--- src/inc/adc_dly_pkg.sv ---
// constants and types for the delayed external-trigger sweep sequencer
package adc_dly_pkg;
  localparam int unsigned NUM_CH = 8;
  localparam int unsigned RES_W = 10;
  localparam int unsigned CNT_W = 6;
  // conversion lengths in converter clock cycles with sample-and-hold
  localparam logic [CNT_W-1:0] CONV_CYC_8BIT = 6'd28;
  localparam logic [CNT_W-1:0] CONV_CYC_10BIT = 6'd33;
  // conversion length without sample-and-hold (plain default)
  localparam logic [CNT_W-1:0] CONV_CYC_NOSH_8BIT = 6'd31;
  localparam logic [CNT_W-1:0] CONV_CYC_NOSH_10BIT = 6'd36;
  // scan width codes
  localparam logic [1:0] SCAN_2CH = 2'h0;
  localparam logic [1:0] SCAN_4CH = 2'h1;
  localparam logic [1:0] SCAN_6CH = 2'h2;
  localparam logic [1:0] SCAN_8CH = 2'h3;
  localparam logic [2:0] LAST_CH_2 = 3'h1;
  localparam logic [2:0] LAST_CH_4 = 3'h3;
  localparam logic [2:0] LAST_CH_6 = 3'h5;
  localparam logic [2:0] LAST_CH_8 = 3'h7;
  localparam logic [1:0] GROUP_PRIMARY = 2'h0;
  localparam logic [RES_W-1:0] RESULT_RESET = 10'h000;
  typedef enum logic [1:0] {SEQ_IDLE, SEQ_FIRST, SEQ_HOLD, SEQ_REST} seq_state_t;
endpackage

--- src/inc/conv_core_if.sv ---
// handshake between sequencer and conversion timer
`timescale 1ns/1ps
interface conv_core_if;
  import adc_dly_pkg::*;
  logic start;
  logic ten_bit;
  logic sh_en;
  logic abort;
  logic busy;
  logic done;
  modport seq (output start, output ten_bit, output sh_en, output abort,
               input busy, input done);
  modport core (input start, input ten_bit, input sh_en, input abort,
                output busy, output done);
endinterface

--- src/logic/adc_delayed_ext_trigger_sweep.sv ---
// sequencer for the delayed external-trigger two-phase single sweep
// Functional notes
// - trigger falling edge starts a sweep; only channel 0 converts first.
// - channel 1 waits for a second trigger falling edge.
// - second edge during channel 0 samples channel 1; rest follows at once.
// - edges during the second phase are ignored until sweep end.
// - an edge after sweep completion starts a fresh channel 0 conversion.
// - one interrupt pulse per completed sweep, not per channel.
// - sweep covers channels 0..1, 0..3, 0..5 or 0..7 by scan width.
// - each channel result lands in its own result register.
// - trigger edges sampled on the converter clock; source spaces them.
// - 10-bit result in bits 0..9, 8-bit result in bits 0..7.
// - sample-and-hold conversion takes 28 or 33 converter clocks.
`timescale 1ns/1ps
module adc_delayed_ext_trigger_sweep
  import adc_dly_pkg::*;
(
  input wire logic sys_clk, // converter operation clock, 20 MHz
  input wire logic reset, // async, active high
  input wire logic ext_trigger_n, // external trigger pin, active low
  input wire logic trigger_enable, // must be 0 in this mode
  input wire logic alt_trigger_sel, // must be 1 in this mode
  input wire logic timer_trig_sel_a, // must be 0 in this mode
  input wire logic timer_trig_sel_b, // must be 0 in this mode
  input wire logic conv_start_bit, // software view of start bit; 0 halts
  input wire logic scan_width_hi, // scan width code bit 1
  input wire logic scan_width_lo, // scan width code bit 0
  input wire logic input_group_hi, // input group select bit 1
  input wire logic input_group_lo, // input group select bit 0
  input wire logic ten_bit_res, // 1 = 10-bit result, 0 = 8-bit
  input wire logic sample_hold_en, // sample-and-hold option
  input wire logic ladder_connect, // reference ladder connected
  input wire logic [RES_W-1:0] sar_code, // raw code from the comparator array
  output logic [NUM_CH*RES_W-1:0] chan_result_reg, // per-channel results
  output logic conv_irq, // one-cycle pulse at sweep completion
  output logic conv_busy, // sweep in progress
  output logic [2:0] conv_channel, // channel being converted
  output logic [1:0] active_group, // input group latched for this sweep
  output logic sample_ch1, // one-cycle pulse: sample channel 1 now
  output logic pending_second // second-phase request held
);
  conv_core_if cc ();

  // one conversion timer serves all channels; from channel 1 on, channels run back to back
  conv_timer u_timer (
    .sys_clk(sys_clk),
    .reset(reset),
    .cc(cc.core)
  );

  // trigger pin synchroniser: three stages, change accepted when two and three agree
  logic trig_s1;
  logic trig_s2;
  logic trig_s3;
  logic trig_level;
  logic next_trig_level;
  logic trig_fall;
  logic next_s1;
  logic next_s2;
  logic next_s3;

  always_comb begin
    // stage one may be metastable, so only stage two ever reads it
    next_s1 = ext_trigger_n;
    next_s2 = trig_s1;
    next_s3 = trig_s2;
    next_trig_level = trig_level;
    if (trig_s2 == trig_s3) begin
      next_trig_level = trig_s3;
    end
    trig_fall = trig_level && !next_trig_level;
  end

  // preset high to match the idle pin, so leaving reset makes no false edge
  always_ff @(posedge sys_clk or posedge reset) begin
    if (reset) begin
      trig_s1 <= 1'b1;
      trig_s2 <= 1'b1;
      trig_s3 <= 1'b1;
      trig_level <= 1'b1;
    end else begin
      trig_s1 <= next_s1;
      trig_s2 <= next_s2;
      trig_s3 <= next_s3;
      trig_level <= next_trig_level;
    end
  end

  // pin-trigger selection; other trigger settings leave the sequencer idle
  logic pin_trig_sel;
  logic mode_ok;
  logic [2:0] last_ch;
  always_comb begin
    pin_trig_sel = !trigger_enable && alt_trigger_sel && !timer_trig_sel_a
                   && !timer_trig_sel_b;
    // a cut ladder would give meaningless codes, so the sweep stays parked
    mode_ok = pin_trig_sel && ladder_connect;
    // the scan width is copied into last_q at the first edge
    unique case ({scan_width_hi, scan_width_lo})
      SCAN_2CH: last_ch = LAST_CH_2;
      SCAN_4CH: last_ch = LAST_CH_4;
      SCAN_6CH: last_ch = LAST_CH_6;
      SCAN_8CH: last_ch = LAST_CH_8;
    endcase
  end

  // sequencer state: idle, channel 0, waiting for edge two, remaining channels
  seq_state_t state;
  seq_state_t next_state;
  logic [2:0] chan;
  logic [2:0] next_chan;
  logic [2:0] last_q;
  logic [2:0] next_last_q;
  logic pend;
  logic next_pend;
  logic irq_q;
  logic next_irq;
  logic samp_q;
  logic next_samp;
  logic busy_q;
  logic next_busy;
  logic [1:0] grp_q;
  logic [1:0] next_grp;
  logic launch;
  logic halt;

  // halting by clearing the start bit: software keeps it high while armed
  assign halt = !conv_start_bit || !mode_ok;

  always_comb begin
    next_state = state;
    next_chan = chan;
    next_last_q = last_q;
    next_pend = pend;
    next_irq = 1'b0;
    next_samp = 1'b0;
    next_grp = grp_q;
    launch = 1'b0;
    if (halt) begin
      next_state = SEQ_IDLE;
      next_pend = 1'b0;
      next_chan = 3'h0;
    end else begin
      unique case (state)
        SEQ_IDLE: begin
          if (trig_fall) begin
            next_state = SEQ_FIRST;
            next_chan = 3'h0;
            next_last_q = last_ch;
            next_grp = {input_group_hi, input_group_lo};
            launch = 1'b1;
          end
        end
        SEQ_FIRST: begin
          if (trig_fall && !pend) begin
            next_pend = 1'b1;
            next_samp = 1'b1;
          end
          // an edge in the done cycle itself still counts as the second edge
          if (cc.done) begin
            if (pend || (trig_fall && !pend)) begin
              next_state = SEQ_REST;
              next_chan = 3'h1;
              next_pend = 1'b0;
              launch = 1'b1;
            end else begin
              next_state = SEQ_HOLD;
            end
          end
        end
        SEQ_HOLD: begin
          // no timeout: the sweep waits as long as the source needs
          if (trig_fall) begin
            next_state = SEQ_REST;
            next_chan = 3'h1;
            next_samp = 1'b1;
            launch = 1'b1;
          end
        end
        SEQ_REST: begin
          // trigger edges here are dropped on purpose
          // the source must wait for the interrupt before its next first edge
          if (cc.done) begin
            if (chan == last_q) begin
              next_state = SEQ_IDLE;
              next_irq = 1'b1;
              next_chan = 3'h0;
            end else begin
              next_chan = chan + 3'h1;
              launch = 1'b1;
            end
          end
        end
      endcase
    end
    next_busy = (next_state != SEQ_IDLE);
  end

  always_ff @(posedge sys_clk or posedge reset) begin
    if (reset) begin
      state <= SEQ_IDLE;
      chan <= 3'h0;
      last_q <= LAST_CH_2;
      pend <= 1'b0;
      irq_q <= 1'b0;
      samp_q <= 1'b0;
      busy_q <= 1'b0;
      grp_q <= GROUP_PRIMARY;
    end else begin
      state <= next_state;
      chan <= next_chan;
      last_q <= next_last_q;
      pend <= next_pend;
      irq_q <= next_irq;
      samp_q <= next_samp;
      busy_q <= next_busy;
      grp_q <= next_grp;
    end
  end

  // per-sweep settings: frozen at the first edge so a late software change
  // cannot mix result widths or conversion lengths inside one sweep
  logic res_q;
  logic next_res;
  logic sh_q;
  logic next_sh;
  logic sweep_ten_bit;
  logic sweep_sh_en;

  always_comb begin
    next_res = res_q;
    next_sh = sh_q;
    if (state == SEQ_IDLE) begin
      next_res = ten_bit_res;
      next_sh = sample_hold_en;
    end
    // while idle the live bits pass straight through for the first launch
    sweep_ten_bit = (state == SEQ_IDLE) ? ten_bit_res : res_q;
    sweep_sh_en = (state == SEQ_IDLE) ? sample_hold_en : sh_q;
  end

  always_ff @(posedge sys_clk or posedge reset) begin
    if (reset) begin
      res_q <= 1'b0;
      sh_q <= 1'b0;
    end else begin
      res_q <= next_res;
      sh_q <= next_sh;
    end
  end

  // timer control; resolution and hold option come from the per-sweep copy
  assign cc.start = launch;
  assign cc.abort = halt;
  assign cc.ten_bit = sweep_ten_bit;
  assign cc.sh_en = sweep_sh_en;

  // result storage, one register per channel
  logic [RES_W-1:0] result [NUM_CH];
  logic [RES_W-1:0] next_result [NUM_CH];
  logic [RES_W-1:0] masked_code;

  always_comb begin
    // 8-bit mode keeps the upper two bits clear so readers see a clean value
    masked_code = sweep_ten_bit ? sar_code : {2'h0, sar_code[7:0]};
  end

  genvar gi;
  generate
    for (gi = 0; gi < NUM_CH; gi++) begin : g_res
      // a halted conversion leaves the previous result in place
      always_comb begin
        next_result[gi] = result[gi];
        if (cc.done && !halt && (chan == 3'(gi))) begin
          next_result[gi] = masked_code;
        end
      end
      always_ff @(posedge sys_clk or posedge reset) begin
        if (reset) begin
          result[gi] <= RESULT_RESET;
        end else begin
          result[gi] <= next_result[gi];
        end
      end
      assign chan_result_reg[gi*RES_W +: RES_W] = result[gi];
    end
  endgenerate

  assign conv_irq = irq_q;
  assign conv_busy = busy_q;
  assign conv_channel = chan;
  assign active_group = grp_q;
  assign sample_ch1 = samp_q;
  assign pending_second = pend;
endmodule

--- src/logic/conv_timer.sv ---
// per-channel conversion timer: counts out one conversion
`timescale 1ns/1ps
module conv_timer
  import adc_dly_pkg::*;
(
  input wire logic sys_clk, // converter operation clock
  input wire logic reset, // async, active high
  conv_core_if.core cc // start/abort in, busy/done out
);
  logic [CNT_W-1:0] count;
  logic [CNT_W-1:0] next_count;
  logic busy_q;
  logic next_busy;
  logic done_q;
  logic next_done;
  logic [CNT_W-1:0] length;

  always_comb begin
    if (cc.sh_en) begin
      length = cc.ten_bit ? CONV_CYC_10BIT : CONV_CYC_8BIT;
    end else begin
      length = cc.ten_bit ? CONV_CYC_NOSH_10BIT : CONV_CYC_NOSH_8BIT;
    end
    next_count = count;
    next_busy = busy_q;
    next_done = 1'b0;
    if (cc.abort) begin
      next_busy = 1'b0;
      next_count = '0;
    end else if (cc.start && !busy_q) begin
      next_busy = 1'b1;
      next_count = length - 6'd1;
    end else if (busy_q) begin
      if (count == '0) begin
        next_busy = 1'b0;
        next_done = 1'b1;
      end else begin
        next_count = count - 6'd1;
      end
    end
  end

  always_ff @(posedge sys_clk or posedge reset) begin
    if (reset) begin
      count <= '0;
      busy_q <= 1'b0;
      done_q <= 1'b0;
    end else begin
      count <= next_count;
      busy_q <= next_busy;
      done_q <= next_done;
    end
  end

  assign cc.busy = busy_q;
  assign cc.done = done_q;
endmodule

--- config.mk ---
export PLATFORM = sky130hd
export DESIGN_NAME = adc_delayed_ext_trigger_sweep
export DESIGN_NICKNAME = d
export VERILOG_FILES = /design/src/inc/adc_dly_pkg.sv /design/src/inc/conv_core_if.sv /design/src/logic/adc_delayed_ext_trigger_sweep.sv /design/src/logic/conv_timer.sv
export SDC_FILE = /design/constraint.sdc
export NUM_CORES = 1
export LEC_CHECK = 0
export BUFFER_PORTS_ARGS = -buffer_cell sky130_fd_sc_hd__buf_2
export CAP_MARGIN = 20
export CORE_AREA = 2 2 107 83
export CTS_CLUSTER_SIZE = 8
export DETAILED_ROUTE_END_ITERATION = 7
export DIE_AREA = 0 0 109 85
export PLACE_DENSITY = 0.93
export REMOVE_ABC_BUFFERS = 1
export SKIP_CTS_REPAIR_TIMING = 1
export SLEW_MARGIN = 30
export SYNTH_ARGS = -nofsm -noshare
export SYNTH_HDL_FRONTEND = slang
export SYNTH_SLANG_ARGS = --single-unit
--- constraint.sdc ---
create_clock -name sys_clk -period 6.7 [get_ports sys_clk]
set_input_delay 0.335 -clock sys_clk [delete_from_list [all_inputs] [get_ports sys_clk]]
set_output_delay 0.335 -clock sys_clk [all_outputs]
set_load 0.005 [all_outputs]
==> summary.md, run 1 <==
| Metric | Value |
|---|---|
| First-pass GRT wire length | between 15 and 20 mm |
| # rows | 29 |
| Largest net degree at the start of global routing | 74 |
| Outcome | completed |
| Main combinational cell family by area after synthesis | multiplexers |
| H-tree depth | 3 |
| Top FF cell, synth | dfrtp_1 |
| Dominant cell type by area after synthesis | dfrtp_1 |
| CP endpoint kind | flip-flop |
| Hold path start | ext_trigger_n |
| Die area | around 9300 um2 |
| Buffer and inverter count on the worst path | 1 |
| Overflow after GRT | 0 |
| DRT Wirelength | 10.30 mm |
| Max Cap Viol | 0 |
| Synthesized area per cell | 13.67 um2 |
| Worst reg2reg endpoint | u_timer.count[2]$_DFFE_PP0P_ |
| Fillers | 606 |
| Largest register FFs | 80 |
| Die height | 85 um |
| Cell with the most instances on the worst path | ha_1 |
| Area contributors post-synth | dfrtp_1 56%, mux2_2 19%, ha_1 3.2%, dfstp_2 2.3%, o21ai_0 1.7% |
| CP Class | flip-flop to flip-flop |
| Post-synthesis async set-or-reset flop share | 100.0% |
| DRC Markers | 0 |
| Pwr Total | 1.093 mW |
| Mux contribution to synthesized area | 18.95% |
| Clock tree from TritonCTS | yes |
| Final Cycle Share | 37.46% |
| WP data required | 6.96 ns |
| Port-buffer cells | 113 |
| Startpoint Class | flip-flop |
| Final setup TNS | 0 ns |
| Synth top area share | 55.77% |
| Area Overhead vs Synth | 18.03% |
| Synth Register Bits | 107 |
| Worst path slowest cell | dfrtp_1 |
| Peak VDD IR | 170.6 uV |
| Area share of fa/ha/maj cells after synthesis | 3.465% |
| Cell area after layout | roughly 5500 um2 |
| Vias per cell | about 5.6 |
| Io pins | 114 |
| Fraction of layout cells with a size suffix above 1 | 49.23% |
| Initial antenna violation count | 0 |
| Register area | 2683 um2 |
| Root Driver | clkbuf_8 |
| Synth warn | 0 |
| Die extent in x | 109 um |
| Post-synth cell types | slightly below 50 |
| Hold path cells | 1 |
| Deepest clock path buffer count | 2 |
| Complex-gate fraction of the synthesized area | slightly above 6% |
| P per Cell Area | between 200 and 250 nW/um2 |
| Number of global-route vias before repair | ~3200 |
| Xor/xnor share of the synthesized area | 0.9475% |
| Arrival time at the worst endpoint | 2.77 ns |
| Fmax | 398.5 MHz |
| Initial core utilization | 56.11% |
| Post-DRT Antenna Nets | 0 |
| Total GRT Usage | roughly a quarter |
| DRT iter0 DRCs | 185 |
| Unrepaired setup endpoints after global routing | false |
| CP delay by family, top | adder cells |
| Via total after detailed routing | 3139 |
| Mapped Area | 4622 um2 |
| Post-Synth Simple-Gate Area | 9.529% |
| CTS Buf Count | 9 |
| Dpl hpwl | 7.226 mm |
| CP Max Fanout | 8 |
| First drt pass iteration count | 4 |
| Slowest Stage Delay on Critical Path | 0.46 ns |
| Nets | 489 |
| Clock period minus worst slack | ~2.5 ns |
| GPL Wtd Cong | 0.9116 |
| DP Area | 5239 um2 |
| Final Hold Fails | 0 |
| Worst reg2reg setup slack | approximately 4.2 ns |
| Clk_lat worst skew | 0.37 ns |
| Critical-path cell list | inv_1 > ha_1 > mux2i_1 > ha_1 > nor2b_1 > xnor2_1 > mux2_2 > o21a_1 |
| Clk_skew | 0.01142 ns |
| Setup violators final | 0 |
| Cells after Synth | between 300 and 400 |
| Clk sink count | 107 |
| Worst Reg-to-Reg Cells | 8 |
| Core Area | 8237 um2 |
| EDFF count, synth | 0 |
| LEAKAGE | roughly 3.0 nW |
| # diodes | 0 |
| Worst flop-to-flop path startpoint | state[0]$_DFF_PP0_ |
| Final Max Tran Viols | 0 |
| Worst Hold Class | input pin to flip-flop |
| Routed length per instance | ~18 um |
| Hold endpoint | next_s2$_DFF_PP1_ |
| Slew @ Worst Pin | 0.6694 ns |
| CTS clk-pin slew, worst paths | ~0.1 ns |
| Area taken by multi-input logic gates | 1800 um2 |
| Rel. slew slack | 55.25% |
| Sequential area share after synthesis | around 58% |
routing by layer:
metal	GRT usage [%]	share of wire (%)	vias to the layer above
met4	7.459	1.9	0
met3	6.375	6.9	20
met5	0	0	-
met1	31.66	43	1572
met2	38.34	48	117
li1	-	-	1430
stage by stage:
step	instances	setup WS, ns	hold slack (ns)	utilization, %
floorplan	326	3.554	0.3395	-
global placement	548	4.181	0.3472	63.60
detailed placement	548	4.106	0.3488	63.60
CTS	564	4.234	-0.04047	66.06
global route	565	4.136	0.03708	66.23
finish	565	4.190	0.05173	66.23
worst max path at each step:
| stage | startpoint | to | slack [ns] | depth (start not counted) |
|---|---|---|---|---|
| after floorplan | reset | active_group[0]$_DFFE_PP0P_ | 3.55 | 1 |
| after global placement | trigger_enable | chan_result_reg[47]$_DFFE_PP0P_ | 4.18 | 5 |
| after detailed placement | trigger_enable | chan_result_reg[41]$_DFFE_PP0P_ | 4.11 | 5 |
| after CTS | state[0]$_DFF_PP0_ | u_timer.count[2]$_DFFE_PP0P_ | 4.23 | 8 |
| after global routing | state[0]$_DFF_PP0_ | u_timer.count[5]$_DFFE_PP0P_ | 4.14 | 8 |
| final | state[0]$_DFF_PP0_ | u_timer.count[2]$_DFFE_PP0P_ | 4.19 | 8 |
cells in the final DEF, fill, tap and decap left out, types with 2 or more instances in the layout:
| master | instances |
|---|---|
| mux2i_1 | 2 |
| clkbuf_8 | 10 |
| nor2b_1 | 2 |
| o21ai_1 | 3 |
| buf_2 | 113 |
| and3_1 | 2 |
| clkinv_4 | 2 |
| dfrtp_1 | 103 |
| nand4_4 | 2 |
| nand2_1 | 18 |
| nand2_2 | 3 |
| nand3_1 | 4 |
| a21oi_1 | 11 |
| inv_1 | 11 |
| a211oi_1 | 3 |
| or4_1 | 4 |
| or3_2 | 2 |
| nand3_2 | 2 |
| mux2_2 | 76 |
| o31ai_1 | 2 |
| o21ai_0 | 16 |
| a32o_1 | 2 |
| xnor2_1 | 5 |
| nor2_1 | 6 |
| and2_1 | 3 |
| o21a_1 | 3 |
| nor3b_1 | 2 |
| dfstp_2 | 4 |
| ha_1 | 12 |
| nand4_1 | 3 |
where the power goes:
| group | internal (mW) | switching, mW | total, mW |
|---|---|---|---|
| sequential | 0.650 | 0.00231 | 0.652 |
| clock | 0.185 | 0.211 | 0.396 |
| combinational | 0.0148 | 0.0295 | 0.0444 |
| total | 0.850 | 0.243 | 1.09 |
cell type report:
class                      count  share of cell area (%)
sequential                   107                   49.17
multi-input combinational    207                   33.00
timing repair buffer         115                   10.76
clock buffer                  11                   2.592
tap                          108                   2.477
clock inverter                 5                   1.124
inverter                      12                  0.8716
logic make-up after synthesis:
kind of cell,after synthesis
AOI/OAI and AO/OA,46
xor gates and xnor gates,5
adders and majority gates,13
buffers and inverters,24
DFF,107
muxes,78
and+or+nand+nor,65
synthesized netlist by cell type, types with 2 or more instances:
library cell,count
dfrtp_1,103
mux2_2,76
nand2_1,18
o21ai_0,16
ha_1,12
inv_1,12
a21oi_1,11
nor2_1,6
buf_6,5
xnor2_1,5
clkbuf_1,4
dfstp_2,4
nand3_1,4
or4_1,4
a211oi_1,3
and2_1,3
buf_4,3
nand2_2,3
nand4_1,3
o21a_1,3
o21ai_1,3
a32o_1,2
and3_1,2
mux2i_1,2
nand3_2,2
nand4_4,2
nor2b_1,2
nor3b_1,2
o31ai_1,2
or3_2,2
No activity file was read; power rests on OpenSTA's default activity.
==> run 2: changes to the inputs <==
--- a/config.mk
+++ b/config.mk
@@ -7,11 +7,11 @@
 export LEC_CHECK = 0
 export BUFFER_PORTS_ARGS = -buffer_cell sky130_fd_sc_hd__buf_2
 export CAP_MARGIN = 20
-export CORE_AREA = 2 2 107 83
+export CORE_AREA = 2 2 117 90
 export CTS_CLUSTER_SIZE = 8
 export DETAILED_ROUTE_END_ITERATION = 7
-export DIE_AREA = 0 0 109 85
-export PLACE_DENSITY = 0.93
+export DIE_AREA = 0 0 119 92
+export PLACE_DENSITY = 0.84
 export REMOVE_ABC_BUFFERS = 1
 export SKIP_CTS_REPAIR_TIMING = 1
 export SLEW_MARGIN = 30
==> constraint.sdc (replaced) <==
create_clock -name sys_clk -period 2.03 [get_ports sys_clk]
set_input_delay 0.1015 -clock sys_clk [delete_from_list [all_inputs] [get_ports sys_clk]]
set_output_delay 0.1015 -clock sys_clk [all_outputs]
set_load 0.005 [all_outputs]
==> run 2 against run 1 <==
The run now ends with negative setup slack left. Flip-flop and latch count did not move. Setup slack got worse by 4.2 ns. Sequential share of layout area is 4.5 points lower. Highest routed layer unchanged. Global-route usage fell by 2.6 points. Power rose to 3.8 times the previous value. Clock skew decreased by 0.0039 ns.
==> summary.md, run 2 (synthesis gave the netlist of run 1 again) <==
| Metric | Value |
|---|---|
| Outcome | finished, violations left |
| Failing checks | negative setup slack |
| Total GRT Usage | 21.21% |
| Comb pwr share | 4.9% |
| Clk_skew | 0.007488 ns |
| Dpl hpwl | 8.005 mm |
| WP data required | 2.27 ns |
| Finished Layout Cells | 624 |
| First drt pass iteration count | 4 |
| Post-DRT Antenna Nets | 0 |
| Worst reg2reg endpoint | u_timer.count[2]$_DFFE_PP0P_ |
| Overflow after GRT | 0 |
| Worst flop-to-flop path startpoint | state[1]$_DFF_PP0_ |
| Die area | 10950 um2 |
| Largest register FFs | 80 |
| Pre-CTS setup slack | -0.1847 ns |
| H-tree depth | 3 |
| Unrepaired setup endpoints after global routing | true |
| Vias per cell | 5.354 |
| # rows | 32 |
| DRC Markers | 0 |
| Setup violators final | 1 |
| Clock network fraction of total power | ~43% |
| Flop pwr share | ~53% |
| Largest net degree at the start of global routing | 48 |
| Switching Power | around 900 uW |
| First-pass GRT wire length | 17.93 mm |
| Commonest non-fill, non-tap cell in the layout | buf_2 |
| GPL Wtd Cong | 0.9166 |
| Deepest clock path buffer count | 2 |
| Final Hold Fails | 0 |
| Via total after detailed routing | 3341 |
| Most frequent cells in the layout | 113 x buf_2, 103 x dfrtp_1, 75 x mux2_2, 24 x buf_4, 17 x nand2_1 |
| Nets | 520 |
| Final setup margin | -0.01080 ns |
| Startpoint Class | flip-flop |
| Placed instance count | 596 |
| Final Max Tran Viols | 0 |
| Fmax | 490.0 MHz |
| Rel. slew slack | about two thirds |
| Hold path cells | 2 |
| Sw frac | between 20% and 30% |
| Die height | 92 um |
| DRT Wirelength | 11.45 mm |
| CP Class | flip-flop to flip-flop |
| # diodes | 0 |
| Die extent in x | 119 um |
| Initial core utilization | a little under half |
| Hold endpoint | active_group[0]$_DFFE_PP0P_ |
| Slew @ Worst Pin | 0.5298 ns |
| Fraction of layout cells with a size suffix above 1 | 56.56% |
| Final Cycle Share | 100.5% |
| Internal Power | 3.197 mW |
| Initial antenna violation count | 0 |
| Worst path slowest cell | dfrtp_1 |
| Port-buffer cells | 113 |
| Io pins | 114 |
| Number of global-route vias before repair | 3413 |
| Root Driver | clkbuf_16 |
| Pwr Total | 4.100 mW |
| Final setup TNS | -0.01080 ns |
| Area Overhead vs Synth | 29.89% |
| Critical-path cell list | inv_2 > ha_4 > mux2i_4 > ha_4 > nor2b_4 > xnor2_2 > mux2_4 > o21a_1 |
| CTS Buf Count | 9 |
| Clock period minus worst slack | 2.041 ns |
| Clock tree from TritonCTS | yes |
| Hold path start | input_group_lo |
| LEAKAGE | 3.231 nW |
| CTS clk-pin slew, worst paths | 0.07 ns |
| DRT iter0 DRCs | 234 |
| CP Max Fanout | 5 |
| CP endpoint kind | flip-flop |
| Routed length per instance | 18.34 um |
| Core Area | 9970 um2 |
| Arrival time at the worst endpoint | 2.28 ns |
| Cell with the most instances on the worst path | ha_4 |
| Clk_lat worst skew | 0.34 ns |
| Worst reg2reg setup slack | -0.01 ns |
| Worst Reg-to-Reg Cells | 8 |
| Max Cap Viol | 0 |
| Slowest Stage Delay on Critical Path | 0.40 ns |
| Peak VDD IR | around 460 uV |
| Clk sink count | 107 |
| P per Cell Area | 683.0 nW/um2 |
| Worst Hold Class | input pin to flip-flop |
| Final core utilization | 60.22% |
==> run 2: cell types whose count changed in the layout (fill, tap and decap cells not counted), sizes merged <==
cell / change
dlygate4sd3: +4
clkinv: +1
clkbuf: -2
buf: +27
inv: +1
==> run 2: stage by stage <==
step	instance area, um2	hold slack (ns)
after global placement	5449	0.1771
after detailed placement	5449	0.1879
after global routing	6003	0.007219
after CTS	5749	-0.1831
final	6003	0.02699
after floorplan	4528	0.1060
==> run 2: critical path, delay by kind of cell, from the launching register on <==
| kind | cells | cell delay [ns] |
|---|---|---|
| buf+inv | 1 | 0.10 |
| flops | 1 | 0.40 |
| xor+xnor | 1 | 0.12 |
| compound gates | 1 | 0.16 |
| simple gates | 1 | 0.14 |
| fa+ha+maj | 2 | 0.45 |
| mux | 2 | 0.56 |
==> run 2: worst max-delay path by stage <==
stage,startpoint,end,slack (ns),cells past startpoint
global route,state[1]$_DFF_PP0_,u_timer.count[2]$_DFFE_PP0P_,-0.09,8
global placement,state[0]$_DFF_PP0_,u_timer.count[2]$_DFFE_PP0P_,-0.001,8
floorplan,reset,active_group[0]$_DFFE_PP0P_,-0.88,1
finish,state[1]$_DFF_PP0_,u_timer.count[2]$_DFFE_PP0P_,-0.01,8
CTS,state[1]$_DFF_PP0_,u_timer.count[2]$_DFFE_PP0P_,-0.22,8
detailed placement,state[1]$_DFF_PP0_,u_timer.count[2]$_DFFE_PP0P_,-0.18,8
==> run 2: power groups by stage <==
| stage | combinational (mW) | clock, mW | sequential, mW |
|---|---|---|---|
| after global placement | 0.156 | 0 | 2.19 |
| after global routing | 0.225 | 1.88 | 2.15 |
| after CTS | 0.166 | 1.78 | 2.15 |
| final | 0.202 | 1.74 | 2.15 |
| after detailed placement | 0.165 | 0 | 2.19 |
| after floorplan | 0.0808 | 0 | 2.19 |
==> run 2: final cells by class <==
type / count / area (um2)
Fill cell: 773 / 3966
Sequential cell: 107 / 2683
Multi-Input combinational cell: 207 / 1944
Timing Repair Buffer: 146 / 858.3
Clock buffer: 9 / 225.2
Tap cell: 136 / 170.2
Clock inverter: 7 / 75.07
Inverter: 12 / 47.55
==> run 2: layer usage <==
layer | up-vias | global-route usage (%) | wire length [um] | share of wire [%]
met3 | 25 | 5.970 | 673 | 5.9
met1 | 1699 | 26.28 | 4681 | 41
met2 | 114 | 36.02 | 5831 | 51
li1 | 1503 | - | - | -
met5 | - | 0 | 0 | 0
met4 | 0 | 6.944 | 261 | 2.3
